===== src/strap_latch_defines.svh =====
// Register offsets, field positions and reset values of the strap latch
`ifndef STRAP_LATCH_DEFINES_SVH
`define STRAP_LATCH_DEFINES_SVH

`define STRAP_STATUS_OFF   8'h00
`define BOOT_STATUS_OFF    8'h04
`define STRAP_CTRL_OFF     8'h08

`define STRAP_BIT_A        0
`define STRAP_BIT_B        1
`define STRAP_BIT_C        2
`define STRAP_VALID_BIT    3

`define BOOT_MODE_LSB      0
`define BOOT_MODE_MSB      1
`define BOOT_PRINT_BIT     2
`define BOOT_ERROR_BIT     3
`define BOOT_DECIDED_BIT   4

`define CTRL_PRINT_MASK    0
`define CTRL_RESET_VAL     1'b0

`define PIN_C_PULL_LEVEL   1'b1

`define PRINT_FUSE_ALWAYS  2'h0
`define PRINT_FUSE_B_LOW   2'h1
`define PRINT_FUSE_B_HIGH  2'h2
`define PRINT_FUSE_NEVER   2'h3

`endif


===== src/strap_pkg.sv =====
// Types shared by the strap latch modules
package strap_pkg;

  typedef enum logic [1:0] {
    BOOT_UNDEF    = 2'b00,
    BOOT_FLASH    = 2'b01,
    BOOT_DOWNLOAD = 2'b10,
    BOOT_INVALID  = 2'b11
  } boot_mode_type;

  typedef enum logic [1:0] {
    ST_SHUTDOWN = 2'b00,
    ST_CAPTURE  = 2'b01,
    ST_HOLD     = 2'b10
  } cap_state_type;

endpackage


===== src/strap_if.sv =====
// Captured straps and boot decisions passed between capture and decoder
`timescale 1ns/100ps
interface strap_if;
  import strap_pkg::*;
  logic [2:0]    cap_bits;
  logic          cap_valid;
  logic [1:0]    fuse;
  boot_mode_type boot_mode;
  logic          print_en;
  logic          mode_error;
  logic          decided;

  modport capture (
    output cap_bits,
    output cap_valid,
    output fuse,
    input  boot_mode,
    input  print_en,
    input  mode_error,
    input  decided
  );

  modport decoder (
    input  cap_bits,
    input  cap_valid,
    input  fuse,
    output boot_mode,
    output print_en,
    output mode_error,
    output decided
  );
endinterface


===== src/boot_decode.sv =====
// Boot mode and print enable decision taken once from the captured straps
`timescale 1ns/100ps
`include "strap_latch_defines.svh"
module boot_decode (
  input  wire logic clk,
  input  wire logic rst_n,
  strap_if.decoder  sif
);
  import strap_pkg::*;

  boot_mode_type mode_reg;
  logic          print_reg;
  logic          error_reg;
  logic          decided_reg;
  boot_mode_type mode_next;
  logic          print_next;
  logic          bit_a;
  logic          bit_b;
  logic          bit_c;
  logic          take;

  assign bit_a = sif.cap_bits[`STRAP_BIT_A];
  assign bit_b = sif.cap_bits[`STRAP_BIT_B];
  assign bit_c = sif.cap_bits[`STRAP_BIT_C];
  assign take  = sif.cap_valid & ~decided_reg;

  // Flash wins when a and c set, download needs a, b set and c clear
  assign mode_next = (bit_a & bit_c)          ? BOOT_FLASH :
                     (bit_a & bit_b & ~bit_c) ? BOOT_DOWNLOAD :
                     (~bit_b & ~bit_c)        ? BOOT_INVALID :
                                                BOOT_UNDEF;

  assign print_next = (sif.fuse == `PRINT_FUSE_ALWAYS) ? 1'b1 :
                      (sif.fuse == `PRINT_FUSE_B_LOW)  ? ~bit_b :
                      (sif.fuse == `PRINT_FUSE_B_HIGH) ? bit_b :
                                                         1'b0;

  always_ff @(posedge clk or negedge rst_n) begin
    if (!rst_n) begin
      mode_reg    <= BOOT_UNDEF;
      print_reg   <= 1'b0;
      error_reg   <= 1'b0;
      decided_reg <= 1'b0;
    end else if (take) begin
      mode_reg    <= mode_next;
      print_reg   <= print_next;
      error_reg   <= ~bit_b & ~bit_c;
      decided_reg <= 1'b1;
    end else if (!sif.cap_valid) begin
      decided_reg <= 1'b0;
    end
  end

  assign sif.boot_mode  = mode_reg;
  assign sif.print_en   = print_reg;
  assign sif.mode_error = error_reg;
  assign sif.decided    = decided_reg;

  flash_mode_a: assert property (@(posedge clk) disable iff (!rst_n)
    take && bit_a && bit_c |=> mode_reg == BOOT_FLASH)
    else $error("flash boot not selected");

  download_mode_a: assert property (@(posedge clk) disable iff (!rst_n)
    take && bit_a && bit_b && !bit_c |=> mode_reg == BOOT_DOWNLOAD)
    else $error("download boot not selected");

  print_decode_a: assert property (@(posedge clk) disable iff (!rst_n)
    take |=> print_reg == (($past(sif.fuse) == 2'h0) ||
                           ($past(sif.fuse) == 2'h1 && !$past(bit_b)) ||
                           ($past(sif.fuse) == 2'h2 && $past(bit_b))))
    else $error("print enable decode wrong");

  decision_stable_a: assert property (@(posedge clk) disable iff (!rst_n)
    decided_reg && $past(decided_reg) |-> $stable(mode_reg) && $stable(print_reg))
    else $error("boot decision changed while held");

  mode_error_a: assert property (@(posedge clk) disable iff (!rst_n)
    take && !bit_b && !bit_c |=> error_reg && mode_reg == BOOT_INVALID)
    else $error("invalid straps not flagged");

  download_seen_c: cover property (@(posedge clk) disable iff (!rst_n)
    decided_reg && mode_reg == BOOT_DOWNLOAD);

  error_seen_c: cover property (@(posedge clk) disable iff (!rst_n)
    decided_reg && error_reg);

endmodule // boot_decode


===== src/strap_latch_boot_select.sv =====
// Strap capture, hold and Wishbone status access for boot selection
//
// What this block does
// - Sample all three straps at every system reset
// - Keep captured bits until shutdown or power down
// - Software reads captured bits via strap status
// - Undriven third strap pin captures as one
// - After release, pins return to normal I/O
// - Flash on a,c set; download on a,b,~c
// - Print enable from fuse field and strap b
`timescale 1ns/100ps
`include "strap_latch_defines.svh"
module strap_latch_boot_select (
  input  wire logic                    clk,
  input  wire logic                    rst_n,
  input  wire logic                    chip_en,
  input  wire logic                    boot_cfg_pin_a,
  input  wire logic                    boot_cfg_pin_b,
  input  wire logic                    boot_cfg_pin_c,
  input  wire logic                    boot_cfg_pin_c_driven,
  input  wire logic [1:0]              print_ctrl_fuse,
  input  wire logic                    wb_cyc_i,
  input  wire logic                    wb_stb_i,
  input  wire logic                    wb_we_i,
  input  wire logic [7:0]              wb_adr_i,
  input  wire logic [3:0]              wb_sel_i,
  input  wire logic [31:0]             wb_dat_i,
  output logic [31:0]                  wb_dat_o,
  output logic                         wb_ack_o,
  output strap_pkg::boot_mode_type     boot_mode,
  output logic                         boot_mode_error,
  output logic                         print_enable,
  output logic                         strap_valid,
  output logic                         normal_io_en
);
  import strap_pkg::*;

  strap_if sif ();

  cap_state_type state_reg;
  cap_state_type state_next;
  logic [2:0]    bits_reg;
  logic [1:0]    fuse_reg;
  logic          valid_reg;
  logic          io_reg;
  logic          print_out_reg;
  logic          mask_reg;
  logic          ack_reg;
  logic [31:0]   dat_reg;
  logic [2:0]    pin_sample;
  logic          do_capture;
  logic          wb_req;
  logic          wb_rd_take;
  logic          wb_wr_take;
  logic          sel_strap;
  logic          sel_boot;
  logic          sel_ctrl;
  logic [31:0]   strap_word;
  logic [31:0]   boot_word;
  logic [31:0]   ctrl_word;
  logic [31:0]   rd_data;

  // Third pin falls back to its pull-up level when nobody drives it
  assign pin_sample = {boot_cfg_pin_c_driven ? boot_cfg_pin_c : `PIN_C_PULL_LEVEL,
                       boot_cfg_pin_b,
                       boot_cfg_pin_a};

  assign do_capture = (state_reg == ST_CAPTURE) & chip_en;

  // Capture sequencing
  always_comb begin
    state_next = state_reg;
    unique case (state_reg)
      ST_SHUTDOWN: begin
        if (chip_en) begin
          state_next = ST_CAPTURE;
        end
      end
      ST_CAPTURE: begin
        if (chip_en) begin
          state_next = ST_HOLD;
        end
      end
      ST_HOLD: begin
        if (!chip_en) begin
          state_next = ST_SHUTDOWN;
        end
      end
      default: begin
        state_next = ST_SHUTDOWN;
      end
    endcase
  end

  always_ff @(posedge clk or negedge rst_n) begin
    if (!rst_n) begin
      state_reg <= ST_CAPTURE;
    end else begin
      state_reg <= state_next;
    end
  end

  // Straps and fuse taken once per reset or power up
  always_ff @(posedge clk or negedge rst_n) begin
    if (!rst_n) begin
      bits_reg  <= 3'h0;
      fuse_reg  <= 2'h0;
      valid_reg <= 1'b0;
    end else if (do_capture) begin
      bits_reg  <= pin_sample;
      fuse_reg  <= print_ctrl_fuse;
      valid_reg <= 1'b1;
    end else if (state_reg == ST_SHUTDOWN) begin
      valid_reg <= 1'b0;
    end
  end

  // Pins go back to ordinary use once the straps are held
  always_ff @(posedge clk or negedge rst_n) begin
    if (!rst_n) begin
      io_reg <= 1'b0;
    end else begin
      io_reg <= (state_next == ST_HOLD);
    end
  end

  assign sif.cap_bits  = bits_reg;
  assign sif.cap_valid = valid_reg;
  assign sif.fuse      = fuse_reg;

  boot_decode u_decode (
    .clk   (clk),
    .rst_n (rst_n),
    .sif   (sif)
  );

  always_ff @(posedge clk or negedge rst_n) begin
    if (!rst_n) begin
      print_out_reg <= 1'b0;
    end else begin
      print_out_reg <= sif.decided & sif.print_en & ~mask_reg;
    end
  end

  // Wishbone decode
  assign wb_req     = wb_cyc_i & wb_stb_i;
  assign wb_rd_take = wb_req & ~wb_we_i & ~ack_reg;
  assign wb_wr_take = wb_req & wb_we_i & ack_reg;
  assign sel_strap  = (wb_adr_i == `STRAP_STATUS_OFF);
  assign sel_boot   = (wb_adr_i == `BOOT_STATUS_OFF);
  assign sel_ctrl   = (wb_adr_i == `STRAP_CTRL_OFF);

  assign strap_word = {28'h0000000, valid_reg, bits_reg};
  assign boot_word  = {27'h0, sif.decided, sif.mode_error, sif.print_en,
                       sif.boot_mode};
  assign ctrl_word  = {31'h0, mask_reg};
  assign rd_data    = sel_strap ? strap_word :
                      sel_boot  ? boot_word :
                      sel_ctrl  ? ctrl_word :
                                  32'h00000000;

  always_ff @(posedge clk or negedge rst_n) begin
    if (!rst_n) begin
      ack_reg <= 1'b0;
    end else begin
      ack_reg <= wb_req & ~ack_reg;
    end
  end

  always_ff @(posedge clk or negedge rst_n) begin
    if (!rst_n) begin
      dat_reg <= 32'h00000000;
    end else if (wb_rd_take) begin
      dat_reg <= rd_data;
    end
  end

  always_ff @(posedge clk or negedge rst_n) begin
    if (!rst_n) begin
      mask_reg <= `CTRL_RESET_VAL;
    end else if (wb_wr_take & sel_ctrl & wb_sel_i[0]) begin
      mask_reg <= wb_dat_i[`CTRL_PRINT_MASK];
    end
  end

  assign wb_dat_o        = dat_reg;
  assign wb_ack_o        = ack_reg;
  assign boot_mode       = sif.boot_mode;
  assign boot_mode_error = sif.mode_error;
  assign print_enable    = print_out_reg;
  assign strap_valid     = valid_reg;
  assign normal_io_en    = io_reg;

  capture_take_a: assert property (@(posedge clk) disable iff (!rst_n)
    do_capture |=> valid_reg && bits_reg == $past(pin_sample))
    else $error("strap capture missed pin levels");

  pullup_c_a: assert property (@(posedge clk) disable iff (!rst_n)
    do_capture && !boot_cfg_pin_c_driven |=> bits_reg[2])
    else $error("undriven third strap not captured as one");

  bits_hold_a: assert property (@(posedge clk) disable iff (!rst_n)
    state_reg == ST_HOLD && $past(state_reg) == ST_HOLD |-> $stable(bits_reg))
    else $error("captured straps changed while held");

  io_release_a: assert property (@(posedge clk) disable iff (!rst_n)
    $rose(valid_reg) |-> io_reg ##1 (io_reg || state_reg != ST_HOLD))
    else $error("pins not released to normal use");

  status_read_a: assert property (@(posedge clk) disable iff (!rst_n)
    wb_rd_take && sel_strap ##1 wb_req |-> ack_reg &&
    dat_reg == {28'h0000000, $past(valid_reg), $past(bits_reg)})
    else $error("strap status read returned wrong value");

  ack_pulse_a: assert property (@(posedge clk) disable iff (!rst_n)
    ack_reg |=> !ack_reg)
    else $error("bus ack held longer than one cycle");

  print_mask_a: assert property (@(posedge clk) disable iff (!rst_n)
    mask_reg |=> !print_out_reg)
    else $error("masked print enable still driven");

  capture_seen_c: cover property (@(posedge clk) disable iff (!rst_n)
    do_capture ##1 state_reg == ST_HOLD);

  status_read_c: cover property (@(posedge clk) disable iff (!rst_n)
    wb_rd_take && sel_strap ##1 ack_reg);

  recapture_c: cover property (@(posedge clk) disable iff (!rst_n)
    state_reg == ST_SHUTDOWN ##[1:20] do_capture);

endmodule // strap_latch_boot_select


===== config.mk =====
export PLATFORM = sky130hd
export DESIGN_NAME = strap_latch_boot_select
export DESIGN_NICKNAME = d
export VERILOG_FILES = /design/src/strap_pkg.sv /design/src/strap_if.sv /design/src/boot_decode.sv /design/src/strap_latch_boot_select.sv
export VERILOG_INCLUDE_DIRS = /design/src
export SDC_FILE = /design/constraint.sdc
export NUM_CORES = 1
export LEC_CHECK = 0
export ABC_CLOCK_PERIOD_IN_PS = 2100
export BUFFER_PORTS_ARGS = -buffer_cell sky130_fd_sc_hd__clkbuf_2
export CORE_UTILIZATION = 39
export CTS_CLUSTER_SIZE = 25
export DETAILED_ROUTE_END_ITERATION = 7
export PLACE_DENSITY_LB_ADDON = 0.2
export SYNTH_ARGS = -nofsm -noshare
export SYNTH_HDL_FRONTEND = slang
export SYNTH_SLANG_ARGS = --single-unit

===== constraint.sdc =====
create_clock -name clk -period 2.1 [get_ports clk]
set_input_delay 0.42 -clock clk [delete_from_list [all_inputs] [get_ports clk]]
set_output_delay 0.42 -clock clk [all_outputs]
set_load 0.01 [all_outputs]

==> results_dict.tcl, run 1 <==
set metrics [dict create \
    clockRootBuffer "clkbuf_4" \
    run_status "finished with violations" \
    cts_buffers 3 \
    portBuffers 33 \
    setup_viol 0 \
    fin_crit_sh_pct 65.3 \
    antenna_left 0 \
    grt_use_total_pct 11.7 \
    arrival_ps 1590 \
    critPathSlowestCell "or3_1" \
    cts_tree "yes" \
    cts_setup_buffers 0 \
    endpoint "wb_dat_o[4]$_DFFE_PN0P_" \
    ys_ff_latch 22 \
    grt_pass1_vias 694 \
    htreeDepth 1 \
    gp_congestion 0.696 \
    largest_reg_flops 5 \
    power_density_nw_per_um2 1080 \
    hold_path_class "in2async" \
    p_leak_nw 0.686 \
    clock_path_buffers 2 \
    hpwl_um 1450 \
    synthArstFlopShare_pct 100 \
    ys_types 26 \
    wl_met1_um 742 \
    critPathLaunchType "flop" \
    core_um2 2810 \
    violations "design-rule violations" \
    ys_seq_area_share_pct 47.0 \
    cap_violations 0 \
    ff2ff_path_depth 2 \
    critical_path.top_delay_family "simple AND/OR/NAND/NOR gates" \
    synth_top_area_share_pct 44.8 \
    ys.flop_type "dfrtp_1" \
    wl_met2_um 899 \
    crit_required_ps 2320 \
    worstSetupPathType "reg2reg" \
    setup_ws_ps 729 \
    cp.depth 2 \
    viasPerCell 4.38 \
    ios 95 \
    finalCriticalPeriod_ps 1370 \
    synth_warnings 0 \
    fmax_ghz 0.729 \
    synth_top_area_cell "dfrtp_1" \
    r2r-end "wb_dat_o[4]$_DFFE_PN0P_" \
    mappedNetlistArea_um2 1170 \
    max_stage_delay_ps 550 \
    fp.dieArea_um2 3230 \
    layout_common_cells "clkbuf_2 (33), conb_1 (27), dfrtp_1 (21), nand2_1 (13), mux2_1 (7)" \
    cts_hold_buf 0 \
    final_common_cell "clkbuf_2" \
    reg2reg_slack_ps 730 \
    finalHoldViolCount 0 \
    die_h_um 56.9 \
    tns_ps 0 \
    startpoint "wb_ack_o$_DFF_PN0_" \
    nNetsFinal 199 \
    vias 758 \
    grt_max_degree 23 \
    fin_skew_ps 4.46 \
    ir_worst_vdd_v 0.000579 \
    antenna_found_initial 0 \
    path_cells "or3_1 -> o31ai_2" \
    n_antenna_cell 0 \
    grt_pass1_wl_um 2880 \
    syn-mean-instance-area_um2 10.8 \
    insertion_delay_ps 300 \
    crit_fanout 10 \
    routed_wl_um 1760 \
    r2r_start "wb_ack_o$_DFF_PN0_" \
    wl_met3_um 108 \
    firstDrtPassIters 7 \
    drive_above_1_share_pct 31.7 \
    drv_slew 0 \
    cts_resized 0 \
    postLayoutCoreUtil_pct 46.7 \
    syn_to_final_growth_pct 11.7 \
    cts_sinks 22 \
    worstMarginPinSlew_ps 525 \
    drt_first_iter_violations 29 \
    overflow 0 \
    slew_headroom_pct 65.0 \
    crit_buf_inv 0 \
    synth_cells 109 \
    pre_cts_ws_ps 431 \
    drcViolationCount 8 \
    yosys-top-cells-area "dfrtp_1 (45%), buf_4 (17%), mux2_1 (6.7%), o31ai_2 (4.3%), nand2_1 (4.2%)" \
    rsz0062_at_grt "false" \
    rows 19 \
    dr.max_layer_used "met4" \
    synth-edff-count 0 \
    wl_per_cell_um 10.1 \
    die_x_um 56.9 \
    start_util_pct 41.8 \
    path_clk_slew_ps 120 \
    end_kind "flop" \
]
## logic make-up (layout without fill, tap and decap cells)
kind of cell	count (synthesis)	after routing	synth area share, %
buffers and inverters	31	38	18.8
and+or+nand+nor	30	30	13.5
DFF	22	22	47.0
AOI/OAI and AO/OA	12	12	8.74
muxes	11	11	10.1
xor gates and xnor gates	2	2	1.49
other	1	27	0.320
## stage by stage
stage / std cells / hold slack, ps / power (mW) / instance area (µm²)
final: 173 / 64.9 / 1.41 / 1310
after detailed placement: 169 / 426 / 1.12 / 1260
after global routing: 173 / 77.9 / 1.53 / 1310
after floorplan: 135 / 124 / 1.00 / 1270
after CTS: 173 / 73.2 / 1.44 / 1310
after global placement: 169 / 425 / 1.10 / 1260
## worst register-to-register path: cells and delay by family, from the launching register on
kind / cells / cell delay (ps)
DFF: 1 / 420
and+or+nand+nor: 1 / 550
AOI/OAI and AO/OA: 1 / 310
## worst min path at each step
stage | startpoint | endpoint
6_report | rst_n | bits_reg[0]$_DFFE_PN0P_
5_1_grt | rst_n | u_decode.sif.print_en$_DFFE_PN0P_
4_1_cts | rst_n | mask_reg$_DFFE_PN0P_
3_5_place_dp | rst_n | wb_dat_o[0]$_DFFE_PN0P_
3_3_place_gp | rst_n | wb_dat_o[0]$_DFFE_PN0P_
2_1_floorplan | rst_n | bits_reg[0]$_DFFE_PN0P_
## per-layer routing
layer	vias to the layer above	track usage, %
met3	2	4.84
met4	0	1.05
met2	27	21.4
met1	356	13.0
li1	373	-
met5	-	0
## synth_stat cells, types with 2 or more instances
cell / count
nand2b_1: 2
buf_4: 27
o31ai_1: 2
mux2_1: 7
and2_1: 2
nor2b_1: 3
nor4_2: 2
o21ai_1: 3
mux2i_1: 4
nand2_1: 13
dfrtp_1: 21
o31ai_2: 4
buf_2: 2
nor2_1: 4
o22a_1: 2
## cell type report
cell class | instances | area [µm²]
clock inverters | 1 | 30.0
clock buffers | 3 | 22.5
well taps | 31 | 38.8
repair buffers | 33 | 165
fillers | 295 | 1490
flip-flops and latches | 22 | 552
inverters | 1 | 3.75
multi-input cells | 82 | 499
## report_power, final
group	leakage, nW	internal [mW]	switching (mW)	total [mW]
Clock	0.0279	0.193	0.125	0.318
Sequential	0.281	0.572	0.120	0.692
Combinational	0.377	0.195	0.208	0.403
Power figures use the tool's default switching activity.
==> run 2: changes to the inputs <==
- ABC_CLOCK_PERIOD_IN_PS: 2100 -> 1100
- CORE_UTILIZATION: 39 -> 35
- clock period: 2.1 -> 1.1 ns (I/O delays scaled with it)
==> run 2 against run 1 <==
Net effect: the flow finishes with violations (negative setup slack); via count grew 7.1%; core utilization grew 1.3 points; die area grew 11%; worst setup slack lost 840 ps; clock skew grew 7.7 ps; combinational power grew to 3.2 times the previous value; non-clock buffer count grew 16; global-route usage grew 1.0 points.
==> results_dict.tcl, run 2 (same netlist as run 1, synthesis figures left out) <==
set metrics [dict create \
    ios 95 \
    clockRootBuffer "clkbuf_4" \
    grt_use_total_pct 12.7 \
    fmax_ghz 0.825 \
    reg2reg_slack_ps -100 \
    finalHoldViolCount 0 \
    end_kind "primary output" \
    drt_first_iter_violations 45 \
    core_um2 3130 \
    hold_depth 2 \
    viasPerCell 4.02 \
    slew_headroom_pct 63.9 \
    insertion_delay_ps 310 \
    crit_fanout 4 \
    grt_max_degree 23 \
    wl_per_cell_um 10.0 \
    start_util_pct 37.5 \
    tns_ps -700 \
    cts_sinks 22 \
    layout_common_cells "clkbuf_2 (31), conb_1 (27), dfrtp_1 (21), buf_4 (13), nand2_1 (11)" \
    die_x_um 59.9 \
    grt_pass1_wl_um 3310 \
    path_clk_slew_ps 120 \
    r2r_start "wb_ack_o$_DFF_PN0_" \
    whs_endpoint "mask_reg$_DFFE_PN0P_" \
    ff2ff_path_depth 2 \
    rsz0062_at_grt "true" \
    finalCriticalPeriod_ps 1210 \
    ir_worst_vdd_v 0.000998 \
    drcViolationCount 0 \
    gp_congestion 0.719 \
    violations "negative setup slack" \
    routed_wl_um 2030 \
    r2r-end "wb_dat_o[3]$_DFFE_PN0P_" \
    syn_to_final_growth_pct 28.1 \
    antenna_left 0 \
    worstMarginPinSlew_ps 542 \
    crit_required_ps 880 \
    cap_violations 0 \
    largest_reg_flops 5 \
    hpwl_um 1570 \
    setup_viol 9 \
    vias 812 \
    portBuffers 33 \
    p_leak_nw 0.796 \
    final_common_cell "clkbuf_2" \
    antenna_found_initial 0 \
    n_antenna_cell 0 \
    fp.dieArea_um2 3590 \
    setup_ws_ps -112 \
    critPathLaunchType "flop" \
    grt_pass1_vias 771 \
    hold_path_class "in2reg" \
    arrival_ps 990 \
    cts_buffers 3 \
    hold_start "wb_dat_i[0]" \
    fin_skew_ps 12.2 \
    rows 20 \
    run_status "finished with violations" \
    fin_crit_sh_pct 110 \
    firstDrtPassIters 4 \
    clock_path_buffers 2 \
    drive_above_1_share_pct 44.9 \
    drv_slew 0 \
    overflow 0 \
    die_h_um 59.9 \
    worstSetupPathType "reg2out" \
    nNetsFinal 215 \
    cts_tree "yes" \
    power_density_nw_per_um2 1960 \
    pre_cts_ws_ps -231 \
    htreeDepth 1 \
]
run 2: cell type report:
class	instances	area, µm²
well taps	44	55.1
multi-input cells	82	559
inverters	1	3.75
repair buffers	49	308
flip-flops and latches	22	552
clock buffers	4	26.3
fillers	305	1620
run 2: through the flow:
step	area, µm²	hold WS [ps]	instances	total power [mW]	util, %
floorplan	1290	-75.6	135	1.94	-
global placement	1360	222	191	2.23	43.3
detailed placement	1360	234	191	2.25	43.3
CTS	1430	102	199	2.74	45.6
global route	1500	105	202	3.20	48.1
finish	1500	114	202	2.95	48.1
run 2: worst max-delay path by stage:
stage / from / endpoint
floorplan: wb_ack_o$_DFF_PN0_ / wb_dat_o[1]$_DFFE_PN0P_
global placement: wb_adr_i[7] / mask_reg$_DFFE_PN0P_
detailed placement: wb_adr_i[7] / mask_reg$_DFFE_PN0P_
CTS: wb_ack_o$_DFF_PN0_ / wb_dat_o[3]$_DFFE_PN0P_
global route: wb_ack_o$_DFF_PN0_ / mask_reg$_DFFE_PN0P_
finish: wb_ack_o$_DFF_PN0_ / wb_ack_o
run 2: power breakdown:
| part | leakage [nW] | switching [mW] | internal [mW] |
|---|---|---|---|
| clock network | 0.0150 | 0.238 | 0.142 |
| registers | 0.281 | 0.196 | 1.09 |
| logic | 0.500 | 0.551 | 0.736 |
| total | 0.796 | 0.985 | 1.97 |
run 2: repair_timing:
action | CTS | global route
endpoints found under the hold margin | 21 | 0
endpoints found under the setup margin | 12 | 22
hold buffers | 1 | 0
gates resized for setup | 3 | 14
buffers inserted | 3 | 4
pin swaps | 1 | 2
run 2: layer usage:
layer / vias up / global-route usage, % / wire length [µm]
met5: - / 0 / 0
met2: 27 / 20.6 / 1010
met3: 2 / 2.81 / 86
met4: 0 / 4.98 / 21
li1: 409 / - / -
met1: 374 / 16.3 / 912
run 2: critical path: stages (launching register included):
cell and delay [ps]:
dfrtp_1 430, buf_4 140, buf_6 110
==> run 3: changes to the inputs <==
- CORE_UTILIZATION: 35 -> 30
- CTS_CLUSTER_DIAMETER: unset -> 50
- GPL_TIMING_DRIVEN: unset -> 0
==> run 3 against run 2 <==
Net effect: the flow still finishes with violations (negative setup slack); clock power grew 47%; fmax shrank 0.23%; routed wire length shrank 1.7%; sequential power is essentially flat; first-iteration DRC count shrank 47%; largest power group unchanged; highest routed layer unchanged.
==> results_dict.tcl, run 3 (same netlist as run 1, synthesis figures left out) <==
set metrics [dict create \
    run_status "finished with violations" \
    violations "negative setup slack" \
    fp.dieArea_um2 4170 \
    ff2ff_path_depth 4 \
    clock_path_buffers 2 \
    grt_use_total_pct 9.78 \
    grt_max_degree 23 \
    startpoint "wb_ack_o$_DFF_PN0_" \
    critPathLaunchType "flop" \
    setup_ws_ps -115 \
    die_x_um 64.5 \
    drt_first_iter_violations 24 \
    firstDrtPassIters 4 \
    fin_skew_ps 3.31 \
    finalInstanceArea_um2 1640 \
    syn_to_final_growth_pct 39.4 \
    p_leak_nw 0.899 \
    p_int_mw 2.02 \
    rsz0062_at_grt "true" \
    die_h_um 64.5 \
    slew_headroom_pct 64.7 \
    start_util_pct 31.6 \
    gp_congestion 0.706 \
    clockRootBuffer "clkbuf_8" \
    p_sw_mw 0.947 \
    antenna_left 0 \
    largest_reg_flops 5 \
    overflow 0 \
    setup_viol 7 \
    whs_ps 183 \
    nNetsFinal 232 \
    htreeDepth 1 \
    crit_required_ps 1240 \
    ir_worst_vdd_v 0.000471 \
    fmax_ghz 0.823 \
    cts_sinks 22 \
    rows 22 \
    core_um2 3720 \
    grt_pass1_wl_um 3170 \
    vias 854 \
    grt_pass1_vias 760 \
    power_frac_comb_pct 36.6 \
    viasPerCell 3.83 \
    hold_path_class "in2reg" \
    num-fill-cells 389 \
    n_antenna_cell 0 \
    pwr-share-seq_pct 44.6 \
    wl_per_cell_um 8.94 \
    placed_area_um2 1510 \
    antenna_found_initial 0 \
    fin_crit_sh_pct 110 \
    reg2reg_slack_ps -110 \
    final_common_cell "clkbuf_2" \
    arrival_ps 1360 \
    routed_wl_um 1990 \
    cts_tree "yes" \
    cts_buffers 3 \
    power_density_nw_per_um2 1810 \
    drcViolationCount 0 \
    worstMarginPinSlew_ps 529 \
    crit_fanout 10 \
    r2r-end "wb_dat_o[3]$_DFFE_PN0P_" \
    layout_common_cells "clkbuf_2 (32), buf_4 (31), conb_1 (27), dfrtp_1 (21), nand2_1 (12)" \
    ios 95 \
    end_kind "flop" \
    insertion_delay_ps 260 \
    hpwl_um 1620 \
    cap_violations 0 \
    r2r_start "wb_ack_o$_DFF_PN0_" \
    finalHoldViolCount 0 \
    p_sw_share_pct 31.9 \
    drv_slew 0 \
    portBuffers 32 \
    path_clk_slew_ps 70 \
    p_clk_share_pct 18.8 \
    drive_above_1_share_pct 48.0 \
    finalCriticalPeriod_ps 1210 \
    worstSetupPathType "reg2reg" \
    endpoint "wb_dat_o[3]$_DFFE_PN0P_" \
]
==> run 3: per-layer routing <==
layer	global-route usage (%)	routed length [µm]	vias to the layer above
li1	-	-	441
met1	11.3	818	375
met2	16.8	1010	34
met3	2.64	135	4
met4	4.17	27	0
met5	0	0	-
==> run 3: how the worst min path moves through the flow <==
stage	from	to	slack, ps	depth (start not counted)
after floorplan	rst_n	bits_reg[0]$_DFFE_PN0P_	-80	0
after global placement	rst_n	wb_dat_o[0]$_DFFE_PN0P_	230	1
after detailed placement	rst_n	wb_dat_o[0]$_DFFE_PN0P_	230	1
after CTS	wb_dat_i[0]	mask_reg$_DFFE_PN0P_	190	2
after global routing	wb_dat_i[0]	mask_reg$_DFFE_PN0P_	180	2
final	wb_dat_i[0]	mask_reg$_DFFE_PN0P_	180	2
==> run 3: power by group through the flow <==
stage               sequential [mW]  combinational, mW  clock [mW]
floorplan                      1.34              0.597           0
global placement               1.34              0.860           0
detailed placement             1.36              0.875           0
CTS                            1.33               1.09       0.584
global route                   1.37               1.20       0.615
finish                         1.32               1.08       0.559
==> run 3: cell type report <==
type                       count  area [µm²]  area share [%]
inverter                       1        3.75           0.229
clock buffer                   4        55.1            3.36
tap                           48        60.1            3.67
buffer                        30         225            13.8
multi-input combinational     82         548            33.5
sequential                    22         552            33.7
timing repair buffer          36         193            11.8
==> run 3: worst max-delay path: stages, from the launching register on <==
cell and delay [ps]:
dfrtp_1 400, or3_1 360, buf_6 150, nand2_1 110, o31ai_4 70
==> run 3: per-stage QoR <==
step	setup TNS, ps	utilization [%]	setup WS, ps	power (mW)	instances
2_1_floorplan	-538	-	-99.0	1.94	135
3_3_place_gp	-1170	40.7	-250	2.20	215
3_5_place_dp	-1330	40.7	-239	2.23	215
4_1_cts	-680	43.8	-131	3.01	223
5_1_grt	-938	44.0	-147	3.19	223
6_report	-598	44.0	-115	2.97	223
==> run 3: repair_timing <==
action / 4_1_cts / 5_1_grt
pin swaps: 1 / 1
hold buffers: 1 / 0
hold endpoints to repair: 21 / 0
gates resized for setup: 6 / 1
setup buffers: 3 / 0
endpoints found under the setup margin: 11 / 12
